## src/design/aim_defs.svh

```systemverilog
// Function
// - Input five digital state is input 23
// - Input six digital state is input 24
// - Input seven digital state is input 25
// - Digital state: 0 inactive, 1 active
// - Input seven: on above 4.0V, off below 3.5V
// - Resistive or voltage mode, resistive on enable
// - Eight configuration values for every input
// - Conversion curve only on physical inputs
// - Threshold has value, delay, option field
// - Two thresholds evaluated independently
// - Option bit 1 selects above or below
// - Option bit 2 sets status on or off
// - Option bits 3 and 4 ignored
// - Option bit 5 raises warning
// - Option bit 7 commands deactivation
// - Option bit 8 raises alarm
// - Option bit 11 needs breaker closed; code gates only warning and alarm on it
// - Bits 12, 13 need fuel or gas valve
// - Option bit 14 honours disable-protections inputs; code gates only warning and alarm on it
// - Option bit 15 stops fuel pump
// - Option bit 16 suppressed under override
// - Any option combination applies together
`ifndef AIM_DEFS_SVH
`define AIM_DEFS_SVH

// Register map, 0x40 bytes per input
`define AIM_INPUT_STRIDE  8'h40
`define AIM_OFS_FUNC      4'h0
`define AIM_OFS_MODE      4'h1
`define AIM_OFS_MSG       4'h2
`define AIM_OFS_THR0      4'h3
`define AIM_OFS_DLY0      4'h4
`define AIM_OFS_OPT0      4'h5
`define AIM_OFS_THR1      4'h6
`define AIM_OFS_DLY1      4'h7
`define AIM_OFS_OPT1      4'h8
`define AIM_ADDR_STATUS   8'hc0

// Function codes
`define AIM_FUNC_DIGITAL  16'h0100
`define AIM_FUNC_UNUSED   16'h0000

// Mode register fields
`define AIM_MODE_VOLT     0
`define AIM_MODE_CURVE    1

// Option fields, bit n at position n-1
`define AIM_OPT_BELOW     0
`define AIM_OPT_SET_ON    1
`define AIM_OPT_WARN      4
`define AIM_OPT_DEACT     6
`define AIM_OPT_ALARM     7
`define AIM_OPT_GCB       10
`define AIM_OPT_FUEL      11
`define AIM_OPT_GAS       12
`define AIM_OPT_DISPROT   13
`define AIM_OPT_PUMP      14
`define AIM_OPT_OVR       15

// Input seven hysteresis, millivolts
`define AIM_SEVEN_ON_MV   16'h0fa0
`define AIM_SEVEN_OFF_MV  16'h0dac

// Delay tick: one delay unit is 1 ms
`define AIM_CLK_NS        50
`define AIM_TICK_NS       1000000
`define AIM_TICK_CYCLES   (`AIM_TICK_NS / `AIM_CLK_NS)

// Bus responses
`define AIM_RESP_OKAY     2'b00
`define AIM_RESP_SLVERR   2'b10

`endif

```

## src/design/aim_pkg.sv

```systemverilog
package aim_pkg;
  typedef logic [15:0] aim_meas_t;
  typedef logic [15:0] aim_opt_t;
  typedef logic [15:0] aim_delay_t;
  typedef logic [1:0]  aim_mode_t;
endpackage : aim_pkg

```

## src/design/aim_monitor.sv

```systemverilog
// Local design decisions: the AXI4-Lite interface to the registers and the placing of the registers.
`timescale 1ns/10ps
`default_nettype none
`include "aim_defs.svh"

module aim_monitor
  import aim_pkg::*;
#(
  parameter int TICK_CYCLES = `AIM_TICK_CYCLES
) (
  // Clock and reset
  input  wire logic        REF_CLK,
  input  wire logic        RSTN,
  // AXI4-Lite write
  input  wire logic [7:0]  S_AXI_AWADDR,
  input  wire logic        S_AXI_AWVALID,
  output logic             S_AXI_AWREADY,
  input  wire logic [31:0] S_AXI_WDATA,
  input  wire logic [3:0]  S_AXI_WSTRB,
  input  wire logic        S_AXI_WVALID,
  output logic             S_AXI_WREADY,
  output logic [1:0]       S_AXI_BRESP,
  output logic             S_AXI_BVALID,
  input  wire logic        S_AXI_BREADY,
  // AXI4-Lite read
  input  wire logic [7:0]  S_AXI_ARADDR,
  input  wire logic        S_AXI_ARVALID,
  output logic             S_AXI_ARREADY,
  output logic [31:0]      S_AXI_RDATA,
  output logic [1:0]       S_AXI_RRESP,
  output logic             S_AXI_RVALID,
  input  wire logic        S_AXI_RREADY,
  // Measurements from the converter, same clock
  input  wire logic [15:0] MEAS_FIVE,
  input  wire logic [15:0] MEAS_SIX,
  input  wire logic [15:0] MEAS_SEVEN_MV,
  // Terminal levels for digital use, asynchronous
  input  wire logic        RESISTIVE_TERMINAL_FOUR_N,
  input  wire logic        RESISTIVE_TERMINAL_FIVE_N,
  // Plant qualifiers, same clock
  input  wire logic        GENERATOR_CIRCUIT_BREAKER_CLOSED,
  input  wire logic        FUEL_VALVE_ACTIVE,
  input  wire logic        GAS_VALVE_ACTIVE,
  input  wire logic        DISABLE_ANALOG_PROTECTIONS_ON,
  input  wire logic        ENGINE_PROTECTION_OVERRIDE,
  // Digital input states 23, 24, 25
  output logic [2:0]       DIG_INPUT_STATE,
  output logic [2:0]       DIG_INPUT_USED,
  // Internal status per input
  output logic [2:0]       INTERNAL_STATUS,
  // Front-end control: voltage mode for inputs five and six, curve per input
  output logic [1:0]       VOLTAGE_MODE,
  output logic [2:0]       CURVE_APPLY,
  // Actions
  output logic             WARNING,
  output logic             ALARM,
  output logic             DEACTIVATION,
  output logic             FUEL_PUMP_STOP
);

  localparam int NIN = 3;
  localparam int NTH = 6;

  // Configuration storage, eight values per input plus mode
  logic [15:0] func_reg [NIN];
  aim_mode_t   mode_reg [NIN];
  logic [31:0] msg_reg  [NIN];
  aim_meas_t   thr_reg  [NTH];
  aim_delay_t  dly_reg  [NTH];
  aim_opt_t    opt_reg  [NTH];

  // Bus state
  logic        awready_reg;
  logic        wready_reg;
  logic        bvalid_reg;
  logic [1:0]  bresp_reg;
  logic [7:0]  awaddr_reg;
  logic [31:0] wdata_reg;
  logic [3:0]  wstrb_reg;
  logic        arready_reg;
  logic        rvalid_reg;
  logic [31:0] rdata_reg;
  logic [1:0]  rresp_reg;

  // Monitor state
  logic [2:0]  sync_a_reg;
  logic [2:0]  sync_b_reg;
  logic        lvl_four_reg;
  logic        lvl_five_reg;
  logic        seven_on_reg;
  logic [2:0]  dig_state_reg;
  logic [2:0]  dig_used_reg;
  logic [2:0]  int_status_reg;
  logic [1:0]  volt_mode_reg;
  logic [2:0]  curve_reg;
  logic        warn_reg;
  logic        alarm_reg;
  logic        deact_reg;
  logic        pump_reg;
  logic [14:0] tick_cnt_reg;
  logic        tick_reg;
  logic [NTH-1:0] confirmed;
  logic [NTH-1:0] warn_th;
  logic [NTH-1:0] alarm_th;
  logic [NTH-1:0] deact_th;
  logic [NTH-1:0] pump_th;
  aim_meas_t   meas [NIN];
  logic [NIN-1:0] analog_use;

  // Write decode
  logic        wr_fire;
  logic [1:0]  wr_in;
  logic [3:0]  wr_ofs;
  logic        wr_hit;
  logic [31:0] wr_mask;

  assign meas[0] = MEAS_FIVE;
  assign meas[1] = MEAS_SIX;
  assign meas[2] = MEAS_SEVEN_MV;

  assign wr_fire = !awready_reg && !wready_reg && !bvalid_reg;
  assign wr_in   = awaddr_reg[7:6];
  assign wr_ofs  = awaddr_reg[5:2];
  assign wr_hit  = (wr_in != 2'd3) && (wr_ofs <= `AIM_OFS_OPT1);
  assign wr_mask = {{8{wstrb_reg[3]}}, {8{wstrb_reg[2]}}, {8{wstrb_reg[1]}}, {8{wstrb_reg[0]}}};

  function automatic logic [15:0] merge(input logic [15:0] old);
    merge = (old & ~wr_mask[15:0]) | (wdata_reg[15:0] & wr_mask[15:0]);
  endfunction : merge

  // AW and W in either order, response after both
  always_ff @(posedge REF_CLK or negedge RSTN) begin
    if (!RSTN) begin
      awready_reg <= 1'b1;
      wready_reg  <= 1'b1;
      bvalid_reg  <= 1'b0;
      bresp_reg   <= `AIM_RESP_OKAY;
      awaddr_reg  <= 8'h00;
      wdata_reg   <= 32'h0000_0000;
      wstrb_reg   <= 4'h0;
    end else begin
      if (awready_reg && S_AXI_AWVALID) begin
        awready_reg <= 1'b0;
        awaddr_reg  <= S_AXI_AWADDR;
      end
      if (wready_reg && S_AXI_WVALID) begin
        wready_reg <= 1'b0;
        wdata_reg  <= S_AXI_WDATA;
        wstrb_reg  <= S_AXI_WSTRB;
      end
      if (wr_fire) begin
        bvalid_reg <= 1'b1;
        bresp_reg  <= wr_hit ? `AIM_RESP_OKAY : `AIM_RESP_SLVERR;
      end
      if (bvalid_reg && S_AXI_BREADY) begin
        bvalid_reg  <= 1'b0;
        awready_reg <= 1'b1;
        wready_reg  <= 1'b1;
      end
    end
  end

  // Per-input configuration: function, mode and message
  always_ff @(posedge REF_CLK or negedge RSTN) begin
    if (!RSTN) begin
      for (int i = 0; i < NIN; i++) begin
        func_reg[i] <= `AIM_FUNC_UNUSED;
        mode_reg[i] <= 2'h0;
        msg_reg[i]  <= 32'h0000_0000;
      end
    end else if (wr_fire && wr_hit) begin
      case (wr_ofs)
        `AIM_OFS_FUNC: begin
          func_reg[wr_in] <= merge(func_reg[wr_in]);
          // Enabling from unused falls back to resistive
          if (func_reg[wr_in] == `AIM_FUNC_UNUSED) begin
            mode_reg[wr_in][`AIM_MODE_VOLT] <= 1'b0;
          end
        end
        `AIM_OFS_MODE: begin
          mode_reg[wr_in] <= 2'(merge({14'h0, mode_reg[wr_in]}));
        end
        `AIM_OFS_MSG: begin
          msg_reg[wr_in] <= (msg_reg[wr_in] & ~wr_mask) | (wdata_reg & wr_mask);
        end
        default: begin
        end
      endcase
    end
  end

  // Threshold triplets, two per input
  always_ff @(posedge REF_CLK or negedge RSTN) begin
    if (!RSTN) begin
      for (int t = 0; t < NTH; t++) begin
        thr_reg[t] <= 16'h0000;
        dly_reg[t] <= 16'h0000;
        opt_reg[t] <= 16'h0000;
      end
    end else if (wr_fire && wr_hit) begin
      case (wr_ofs)
        `AIM_OFS_THR0: thr_reg[2*wr_in]   <= merge(thr_reg[2*wr_in]);
        `AIM_OFS_DLY0: dly_reg[2*wr_in]   <= merge(dly_reg[2*wr_in]);
        `AIM_OFS_OPT0: opt_reg[2*wr_in]   <= merge(opt_reg[2*wr_in]);
        `AIM_OFS_THR1: thr_reg[2*wr_in+1] <= merge(thr_reg[2*wr_in+1]);
        `AIM_OFS_DLY1: dly_reg[2*wr_in+1] <= merge(dly_reg[2*wr_in+1]);
        `AIM_OFS_OPT1: opt_reg[2*wr_in+1] <= merge(opt_reg[2*wr_in+1]);
        default: begin
        end
      endcase
    end
  end

  // Read answer one cycle after the address
  always_ff @(posedge REF_CLK or negedge RSTN) begin
    if (!RSTN) begin
      arready_reg <= 1'b1;
      rvalid_reg  <= 1'b0;
      rdata_reg   <= 32'h0000_0000;
      rresp_reg   <= `AIM_RESP_OKAY;
    end else if (arready_reg && S_AXI_ARVALID) begin
      arready_reg <= 1'b0;
      rvalid_reg  <= 1'b1;
      rresp_reg   <= `AIM_RESP_OKAY;
      rdata_reg   <= 32'h0000_0000;
      if (S_AXI_ARADDR == `AIM_ADDR_STATUS) begin
        rdata_reg <= {20'h0, confirmed, int_status_reg, dig_state_reg};
      end else if (S_AXI_ARADDR[7:6] == 2'd3 || S_AXI_ARADDR[5:2] > `AIM_OFS_OPT1) begin
        rresp_reg <= `AIM_RESP_SLVERR;
      end else begin
        case (S_AXI_ARADDR[5:2])
          `AIM_OFS_FUNC: rdata_reg <= {16'h0, func_reg[S_AXI_ARADDR[7:6]]};
          `AIM_OFS_MODE: rdata_reg <= {30'h0, mode_reg[S_AXI_ARADDR[7:6]]};
          `AIM_OFS_MSG:  rdata_reg <= msg_reg[S_AXI_ARADDR[7:6]];
          `AIM_OFS_THR0: rdata_reg <= {16'h0, thr_reg[2*S_AXI_ARADDR[7:6]]};
          `AIM_OFS_DLY0: rdata_reg <= {16'h0, dly_reg[2*S_AXI_ARADDR[7:6]]};
          `AIM_OFS_OPT0: rdata_reg <= {16'h0, opt_reg[2*S_AXI_ARADDR[7:6]]};
          `AIM_OFS_THR1: rdata_reg <= {16'h0, thr_reg[2*S_AXI_ARADDR[7:6]+1]};
          `AIM_OFS_DLY1: rdata_reg <= {16'h0, dly_reg[2*S_AXI_ARADDR[7:6]+1]};
          `AIM_OFS_OPT1: rdata_reg <= {16'h0, opt_reg[2*S_AXI_ARADDR[7:6]+1]};
          default:       rdata_reg <= 32'h0000_0000;
        endcase
      end
    end else if (rvalid_reg && S_AXI_RREADY) begin
      rvalid_reg  <= 1'b0;
      arready_reg <= 1'b1;
    end
  end

  // Shared delay tick
  always_ff @(posedge REF_CLK or negedge RSTN) begin
    if (!RSTN) begin
      tick_cnt_reg <= 15'h0000;
      tick_reg     <= 1'b0;
    end else if (tick_cnt_reg == 15'(TICK_CYCLES - 1)) begin
      tick_cnt_reg <= 15'h0000;
      tick_reg     <= 1'b1;
    end else begin
      tick_cnt_reg <= tick_cnt_reg + 15'h0001;
      tick_reg     <= 1'b0;
    end
  end

  // Terminal sync; level taken once stages two and three agree
  always_ff @(posedge REF_CLK or negedge RSTN) begin
    if (!RSTN) begin
      sync_a_reg   <= 3'b111;
      sync_b_reg   <= 3'b111;
      lvl_four_reg <= 1'b1;
      lvl_five_reg <= 1'b1;
    end else begin
      sync_a_reg <= {sync_a_reg[1:0], RESISTIVE_TERMINAL_FOUR_N};
      sync_b_reg <= {sync_b_reg[1:0], RESISTIVE_TERMINAL_FIVE_N};
      if (sync_a_reg[1] == sync_a_reg[2]) begin
        lvl_four_reg <= sync_a_reg[2];
      end
      if (sync_b_reg[1] == sync_b_reg[2]) begin
        lvl_five_reg <= sync_b_reg[2];
      end
    end
  end

  // Input seven hysteresis; between the levels the state holds
  always_ff @(posedge REF_CLK or negedge RSTN) begin
    if (!RSTN) begin
      seven_on_reg <= 1'b0;
    end else if (MEAS_SEVEN_MV > `AIM_SEVEN_ON_MV) begin
      seven_on_reg <= 1'b1;
    end else if (MEAS_SEVEN_MV < `AIM_SEVEN_OFF_MV) begin
      seven_on_reg <= 1'b0;
    end
  end

  // Digital states, bit 0 is input 23, bit 1 is 24, bit 2 is 25
  always_ff @(posedge REF_CLK or negedge RSTN) begin
    if (!RSTN) begin
      dig_state_reg <= 3'b000;
      dig_used_reg  <= 3'b000;
    end else begin
      for (int i = 0; i < NIN; i++) begin
        dig_used_reg[i] <= (func_reg[i] == `AIM_FUNC_DIGITAL);
      end
      // Grounding a resistive terminal makes it active
      dig_state_reg[0] <= (func_reg[0] == `AIM_FUNC_DIGITAL) && !lvl_four_reg;
      dig_state_reg[1] <= (func_reg[1] == `AIM_FUNC_DIGITAL) && !lvl_five_reg;
      dig_state_reg[2] <= (func_reg[2] == `AIM_FUNC_DIGITAL) && seven_on_reg;
    end
  end

  // Thresholds run only in analogue use
  always_comb begin
    for (int i = 0; i < NIN; i++) begin
      analog_use[i] = (func_reg[i] != `AIM_FUNC_UNUSED) && (func_reg[i] != `AIM_FUNC_DIGITAL);
    end
  end

  // One independent evaluator per threshold
  generate
    for (genvar t = 0; t < NTH; t++) begin : g_thr
      logic       above;
      logic       below;
      logic       out_now;
      logic       anomaly;
      logic       prot_ok;
      aim_delay_t held_reg;

      assign above   = meas[t/2] > thr_reg[t];
      assign below   = meas[t/2] < thr_reg[t];
      assign out_now = analog_use[t/2] && (opt_reg[t][`AIM_OPT_BELOW] ? below : above);

      // Persistence counter, cleared when back inside
      always_ff @(posedge REF_CLK or negedge RSTN) begin
        if (!RSTN) begin
          held_reg <= 16'h0000;
        end else if (!out_now) begin
          held_reg <= 16'h0000;
        end else if (tick_reg && held_reg < dly_reg[t]) begin
          held_reg <= held_reg + 16'h0001;
        end
      end

      assign confirmed[t] = out_now && (held_reg >= dly_reg[t]);

      // Bits 3 and 4 are never decoded
      assign anomaly = confirmed[t]
                       && !(opt_reg[t][`AIM_OPT_FUEL] && !FUEL_VALVE_ACTIVE)
                       && !(opt_reg[t][`AIM_OPT_GAS] && !GAS_VALVE_ACTIVE)
                       && !(opt_reg[t][`AIM_OPT_OVR] && ENGINE_PROTECTION_OVERRIDE);
      assign prot_ok = !(opt_reg[t][`AIM_OPT_GCB] && !GENERATOR_CIRCUIT_BREAKER_CLOSED)
                       && !(opt_reg[t][`AIM_OPT_DISPROT] && DISABLE_ANALOG_PROTECTIONS_ON);
      assign warn_th[t]  = anomaly && prot_ok && opt_reg[t][`AIM_OPT_WARN];
      assign alarm_th[t] = anomaly && prot_ok && opt_reg[t][`AIM_OPT_ALARM];
      assign deact_th[t] = anomaly && opt_reg[t][`AIM_OPT_DEACT];
      assign pump_th[t]  = anomaly && opt_reg[t][`AIM_OPT_PUMP];
    end
  endgenerate

  // Internal status; second threshold wins a tie
  always_ff @(posedge REF_CLK or negedge RSTN) begin
    if (!RSTN) begin
      int_status_reg <= 3'b000;
    end else begin
      for (int i = 0; i < NIN; i++) begin
        if (confirmed[2*i+1]) begin
          int_status_reg[i] <= opt_reg[2*i+1][`AIM_OPT_SET_ON];
        end else if (confirmed[2*i]) begin
          int_status_reg[i] <= opt_reg[2*i][`AIM_OPT_SET_ON];
        end
      end
    end
  end

  // Combined actions
  always_ff @(posedge REF_CLK or negedge RSTN) begin
    if (!RSTN) begin
      warn_reg  <= 1'b0;
      alarm_reg <= 1'b0;
      deact_reg <= 1'b0;
      pump_reg  <= 1'b0;
    end else begin
      warn_reg  <= |warn_th;
      alarm_reg <= |alarm_th;
      deact_reg <= |deact_th;
      pump_reg  <= |pump_th;
    end
  end

  // Front-end mode; input seven is voltage only
  always_ff @(posedge REF_CLK or negedge RSTN) begin
    if (!RSTN) begin
      volt_mode_reg <= 2'b00;
      curve_reg     <= 3'b000;
    end else begin
      volt_mode_reg <= {mode_reg[1][`AIM_MODE_VOLT], mode_reg[0][`AIM_MODE_VOLT]};
      // All three are physical, so curves apply
      for (int i = 0; i < NIN; i++) begin
        curve_reg[i] <= analog_use[i] && mode_reg[i][`AIM_MODE_CURVE];
      end
    end
  end

  // Port drive
  assign S_AXI_AWREADY   = awready_reg;
  assign S_AXI_WREADY    = wready_reg;
  assign S_AXI_BVALID    = bvalid_reg;
  assign S_AXI_BRESP     = bresp_reg;
  assign S_AXI_ARREADY   = arready_reg;
  assign S_AXI_RVALID    = rvalid_reg;
  assign S_AXI_RDATA     = rdata_reg;
  assign S_AXI_RRESP     = rresp_reg;
  assign DIG_INPUT_STATE = dig_state_reg;
  assign DIG_INPUT_USED  = dig_used_reg;
  assign INTERNAL_STATUS = int_status_reg;
  assign VOLTAGE_MODE    = volt_mode_reg;
  assign CURVE_APPLY     = curve_reg;
  assign WARNING         = warn_reg;
  assign ALARM           = alarm_reg;
  assign DEACTIVATION    = deact_reg;
  assign FUEL_PUMP_STOP  = pump_reg;

endmodule : aim_monitor
`default_nettype wire

```

## config.mk

```make
export PLATFORM = sky130hd
export DESIGN_NAME = aim_monitor
export DESIGN_NICKNAME = d
export VERILOG_FILES = /design/src/design/aim_pkg.sv /design/src/design/aim_monitor.sv
export VERILOG_INCLUDE_DIRS = /design/src /design/src/design
export SDC_FILE = /design/constraint.sdc
export NUM_CORES = 2
export LEC_CHECK = 0
export ABC_AREA = 1
export BUFFER_PORTS_ARGS = -buffer_cell sky130_fd_sc_hd__buf_2
export CORE_MARGIN = 8
export CORE_UTILIZATION = 55
export DETAILED_ROUTE_END_ITERATION = 8
export GPL_ROUTABILITY_DRIVEN = 0
export PLACE_DENSITY = 0.72
export SKIP_CTS_REPAIR_TIMING = 1
export SLEW_MARGIN = 20
export SYNTH_ARGS = -nofsm -noshare
export SYNTH_HDL_FRONTEND = slang
export SYNTH_SLANG_ARGS = --single-unit
```

## constraint.sdc

```tcl
create_clock -name REF_CLK -period 2.7 [get_ports REF_CLK]
set_input_delay 0.405 -clock REF_CLK [delete_from_list [all_inputs] [get_ports REF_CLK]]
set_output_delay 0.405 -clock REF_CLK [all_outputs]
set_load 0.05 [all_outputs]
```

-- Word level (Yosys, flattened, before mapping)
Index checks and enable logic that the tools add are counted.
W data, S select, Z words.
- flip-flop bits (word level): 662
- output and inout port bits: 59
- word-level logic and storage cells: 487
- $add $sub $neg: 9
- magnitude comparators: 37
- equality and inequality tests: 35
- muxes and demuxes: 124
- bitwise gates (word level): 30
- reduce and logical (&&, ||, !) cells: 190
- operator list (kind ; count):
    $mux W16 ; 43
    $bwmux W96 ; 7
    $bmux W16 S3 ; 12
    $pmux W96 S2 ; 3
    $pmux W32 S9 ; 1
    $mux W32 ; 7
    $lt A16 B16 Y1 ; 12
    $ge A33 B4 Y1 const B ; 4
    $and A16 B16 Y16 ; 8
    $bmux W32 S2 ; 2
    $logic_and A1 B1 Y1 ; 123
    $or A16 B16 Y16 ; 7
    $add A16 B1 Y16 const B ; 6
    $demux W16 S3 ; 2
    $ge A16 B16 Y1 ; 6
    $gt A16 B16 Y1 ; 6
    $lt A33 B1 Y1 const B ; 2
    $not A3 Y33 ; 2
    $not A4 Y33 ; 2
    $and A32 B32 Y32 ; 2
    $bmux W16 S2 ; 2
    $demux W32 S2 ; 1
    $bwmux W48 ; 1
    $eq A16 B9 Y1 const B ; 3
    other kinds (45) ; 161

-- Depth between registers and ports, before layout
- depth after elaboration: 10
- depth in mapped cells: 20

-- Least setup slack after synthesis
No wires, ideal clock.
- kind: reg-to-reg
- start: register bvalid_reg, in the netlist S_AXI_BVALID
- end: register msg_reg[36] (netlist name)
- library setup time: 0.125 ns
- arrival: 2.053 ns
- data required time: 2.575 ns
- path slack: 0.523 ns
- stages on the path, launching flop included: 8
- buffers on the path: 1
- period minus slack after synthesis: 2.177 ns
- cell sequence: dfrtp_1 > nor3_1 > nand2_1 > a21oi_4 > nand3_4 > nor2_4 > buf_6 > mux2_2
- longest elaborated chain between the ends: 4
- ends and longest elaborated chain (item ; RTL line ; text):
    start: declaration ; aim_monitor.sv:75 ; logic bvalid_reg;
    start signal: assignment ; aim_monitor.sv:136 ; bvalid_reg <= 1'b0;
    start signal: assignment ; aim_monitor.sv:152 ; bvalid_reg <= 1'b1;
    start signal: assignment ; aim_monitor.sv:156 ; bvalid_reg <= 1'b0;
    $logic_not A1 Y1 ; aim_monitor.sv:121 ; assign wr_fire = !awready_reg && !wready_reg && !bvalid_reg;
    $logic_and A1 B1 Y1 ; aim_monitor.sv:121 ;
    $logic_and A1 B1 Y1 ; aim_monitor.sv:171 ; end else if (wr_fire && wr_hit) begin
    $reduce_and A2 Y1 (no line) ; -- ;
    end signal: indexed assignment ; aim_monitor.sv:184 ; msg_reg[wr_in] <= (msg_reg[wr_in] & ~wr_mask) | (wdata_reg & wr_mask);
    end: declaration ; aim_monitor.sv:67 ; logic [31:0] msg_reg [NIN];
Every way passes these cells.
A chain may end at the register's enable or synchronous reset.

-- Worst setup path in the final report
- start: register dly_reg[92] (netlist name)
- end: register rdata_reg[6], in the netlist S_AXI_RDATA[6]
- longest elaborated chain between the ends: 3
- ends and longest elaborated chain (item ; RTL line ; text):
    start: declaration ; aim_monitor.sv:69 ; aim_delay_t dly_reg [NTH];
    start signal: indexed assignment ; aim_monitor.sv:203 ; `AIM_OFS_DLY0: dly_reg[2*wr_in] <= merge(dly_reg[2*wr_in]);
    start signal: indexed assignment ; aim_monitor.sv:206 ; `AIM_OFS_DLY1: dly_reg[2*wr_in+1] <= merge(dly_reg[2*wr_in+1]);
    $ge A16 B16 Y1 ; aim_monitor.sv:342 ; assign confirmed[t] = out_now && (held_reg >= dly_reg[t]);
    $logic_and A1 B1 Y1 ; aim_monitor.sv:342 ;
    $mux W32 ; aim_monitor.sv:226 ; if (S_AXI_ARADDR == `AIM_ADDR_STATUS) begin
    end signal: assignment ; aim_monitor.sv:227 ; rdata_reg <= {20'h0, confirmed, int_status_reg, dig_state_reg};
    end signal: assignment ; aim_monitor.sv:232 ; `AIM_OFS_FUNC: rdata_reg <= {16'h0, func_reg[S_AXI_ARADDR[7:6]]};
    end signal: assignment ; aim_monitor.sv:233 ; `AIM_OFS_MODE: rdata_reg <= {30'h0, mode_reg[S_AXI_ARADDR[7:6]]};
    end: declaration ; aim_monitor.sv:82 ; logic [31:0] rdata_reg;
Every way passes these cells.

==> results.py <==
metrics = {
    "routing": {
        "routedWlPerCell_um": 22.5,
        "postRouteAntennaNets": 0,
        "drtIter0Drc": 4715,
        "first_pass_iters": 9,
        "routed_wl_um": 138000,
        "post_drt_via_cell_ratio": 6.10,
        "vias": 37400,
        "drc": 0,
    },
    "run_status": {
        "violations": "hold timing",
        "status": "complete, but fails checks",
    },
    "yosys": {
        "synth_seq_cells": 658,
        "synth_area_leaders": "dfrtp_1 42%, nand2_1 10%, o21ai_0 9.2%, ha_1 6.5%, inv_1 5.9%",
        "synth_top_area_share_pct": 42.4,
        "yosysUniqueCellTypes": 56,
        "synth_edf_count": 0,
        "netlist_area_mm2": 0.0382,
        "syn_inst": 4906,
        "yosysSeqAreaShare_pct": 43.2,
        "async_flop_share_pct": 100,
        "synth_commonest_cells": "1040 x nand2_1, 701 x o21ai_0, 647 x dfrtp_1",
        "synthFlopType": "dfrtp_1",
        "yosysTopAreaCell": "dfrtp_1",
        "synth.most_common_cell": "nand2_1",
        "synth_area_per_cell_um2": 7.78,
        "ys_warn_count": 0,
    },
    "sta": {
        "hold_ws_ps": -5.15,
        "finalCritPeriodShare_pct": 99.9,
        "report.final.setup_viol": 0,
        "tightest_slew_ps": 952,
        "slew_viol_final": 0,
        "grt_setup_unrepaired": "true",
        "hold_violations": 1,
        "max_freq_mhz": 371,
        "slew_headroom_pct": 36.5,
        "finalCriticalPeriod_ps": 2700,
        "skew_ps": 32.1,
        "setup_tns_ps": 0,
    },
    "clocking": {
        "cts_sinks": 658,
        "cts_buffers": 73,
        "cts_tree": "yes",
        "htree_num_levels": 3,
        "clk_pin_slew_ps": 70,
        "root_buffer": "clkbuf_16",
        "clk_latency_ps": 660,
        "max-clock-path-buffers": 3,
    },
    "setup_path": {
        "r2r_end": "S_AXI_RDATA[6]",
        "r2r_slack_ps": 4,
        "criticalPathCategory": "register to register",
        "reg2reg_from": "dly_reg[92]",
        "required_ps": 3210,
        "endpoint_kind": "register",
        "critPathLaunchType": "register",
        "cp.arrival_ps": 3210,
        "r2r_cells": 11,
        "startpoint": "dly_reg[92]",
        "path_max_fanout": 4,
    },
    "placement": {
        "io_buffers": 168,
        "numPlacedInstances": 5959,
        "dp_hpwl_um": 98400,
    },
    "worst_hold_path": {
        "hp-start": "S_AXI_RREADY",
        "holdPathStages": 2,
        "hold_end": "S_AXI_RVALID",
        "hp-class": "input port to register",
    },
    "global_routing": {
        "antenna_found_initial": 8,
        "grt_usage_pct": 34.4,
        "grt-ovfl-total": 0,
        "grt_pass1_wl_um": 209000,
        "grt_pass1_vias": 35000,
        "grt_max_degree": 112,
    },
    "job": {
        "cap_violations": 0,
    },
    "finish": {
        "drive_above_1_share_pct": 11.6,
        "multi_input_area_mm2": 0.0185,
        "final-instance-count-excl-fill": 6135,
        "ff_latch_area_mm2": 0.0165,
        "fin_nets": 5452,
        "fillers": 6000,
        "areaGrowthSynthToFinish_pct": 15.0,
    },
    "floorplan": {
        "rows": 96,
        "start_util_pct": 55.6,
        "die_h_um": 279,
        "core_area_mm2": 0.0687,
        "die-area_mm2": 0.0781,
        "io_pins": 173,
        "die_x_um": 279,
    },
    "power": {
        "p_per_area_mw_per_mm2": 916,
        "leakagePower_nw": 19.4,
        "vdd_ir_drop_max_mv": 0.966,
        "total_power_mw": 40.2,
    },
}
[kinds of logic after synthesis]
family                   Yosys count  synth area share, %
AND/OR/NAND/NOR                 1639                 17.7
buffers and inverters            844                 8.53
AO/OA/AOI/OAI                   1459                 21.2
other                              1              0.00982
XOR/XNOR                          36                0.826
multiplexers                      68                 2.00
adder cells (fa/ha/maj)          201                 6.57
flip-flops                       658                 43.2
[metal layers]
metal | global-route usage, % | vias up | routed length, µm
met3 | 12.3 | 537 | 17700
met2 | 49.9 | 2255 | 57500
li1 | - | 17100 | -
met5 | 0.750 | - | 171
met1 | 43.2 | 17500 | 52000
met4 | 22.2 | 8 | 10500
[worst max-delay path by stage]
| stage | endpoint | cells after the start |
|---|---|---|
| 6_report | S_AXI_RDATA[6] | 11 |
| 5_1_grt | g_thr[2].held_reg[3] | 14 |
| 2_1_floorplan | msg_reg[36] | 7 |
| 3_5_place_dp | g_thr[0].held_reg[7] | 15 |
| 3_3_place_gp | g_thr[0].held_reg[9] | 15 |
| 4_1_cts | g_thr[0].held_reg[7] | 15 |
[layout make-up]
cell class | instances | area share, %
Antenna cell | 5 | 0.0285
Clock inverter | 27 | 0.934
Clock buffer | 108 | 4.82
Tap cell | 931 | 2.65
Timing Repair Buffer | 392 | 6.61
Sequential cell | 658 | 37.5
Inverter | 609 | 5.23
Multi-Input combinational cell | 3405 | 42.2
[metrics by stage]
step           setup WS (ps)  area, µm²  util, %  hold slack (ps)
2_1_floorplan            523      38200        -              109
3_3_place_gp           -85.0      41000     59.6              347
3_5_place_dp            -165      41000     59.6              347
4_1_cts                -75.8      43500     63.3             -302
5_1_grt                -52.6      43900     63.9            0.344
6_report                3.51      43900     63.9            -5.15
[critical path, cell delays in order (launching register included)]
cell and delay (ps):
dfrtp_1 390, inv_1 230, ha_1 280, nand2_1 60, nor2_1 50, a21oi_1 240
nand3_1 370, nand3_1 390, buf_4 210, nor2_1 40, o21ai_0 210, nand2_1 80
[where the power goes]
part | internal, mW | total, mW | switching (mW)
combinational | 4.68 | 17.0 | 12.3
clock | 6.18 | 10.6 | 4.40
sequential | 11.3 | 12.6 | 1.31
total | 22.2 | 40.2 | 18.0
[cells in the final DEF (no fill, tap or decap), types with 11 or more instances in the layout]
| cell | count |
|---|---|
| nand2_1 | 1033 |
| o21ai_0 | 698 |
| dfrtp_1 | 647 |
| inv_1 | 592 |
| a21oi_1 | 402 |
| nor2_1 | 243 |
| ha_1 | 199 |
| buf_4 | 172 |
| buf_2 | 165 |
| nand3_1 | 126 |
| nor3_1 | 116 |
| o22ai_1 | 108 |
| a22oi_1 | 101 |
| clkbuf_16 | 73 |
| mux2_2 | 65 |
| nand4_1 | 63 |
| o31ai_1 | 42 |
| xor2_1 | 30 |
| dlygate4sd3_1 | 30 |
| o221ai_1 | 26 |
| buf_12 | 23 |
| o211ai_1 | 22 |
| clkbuf_1 | 19 |
| nor4_1 | 18 |
| clkbuf_8 | 16 |
| nor2_2 | 12 |
| clkinv_2 | 12 |
| a221oi_1 | 12 |
| dfstp_2 | 11 |
| inv_2 | 11 |
(Power assumes the default switching activity.)
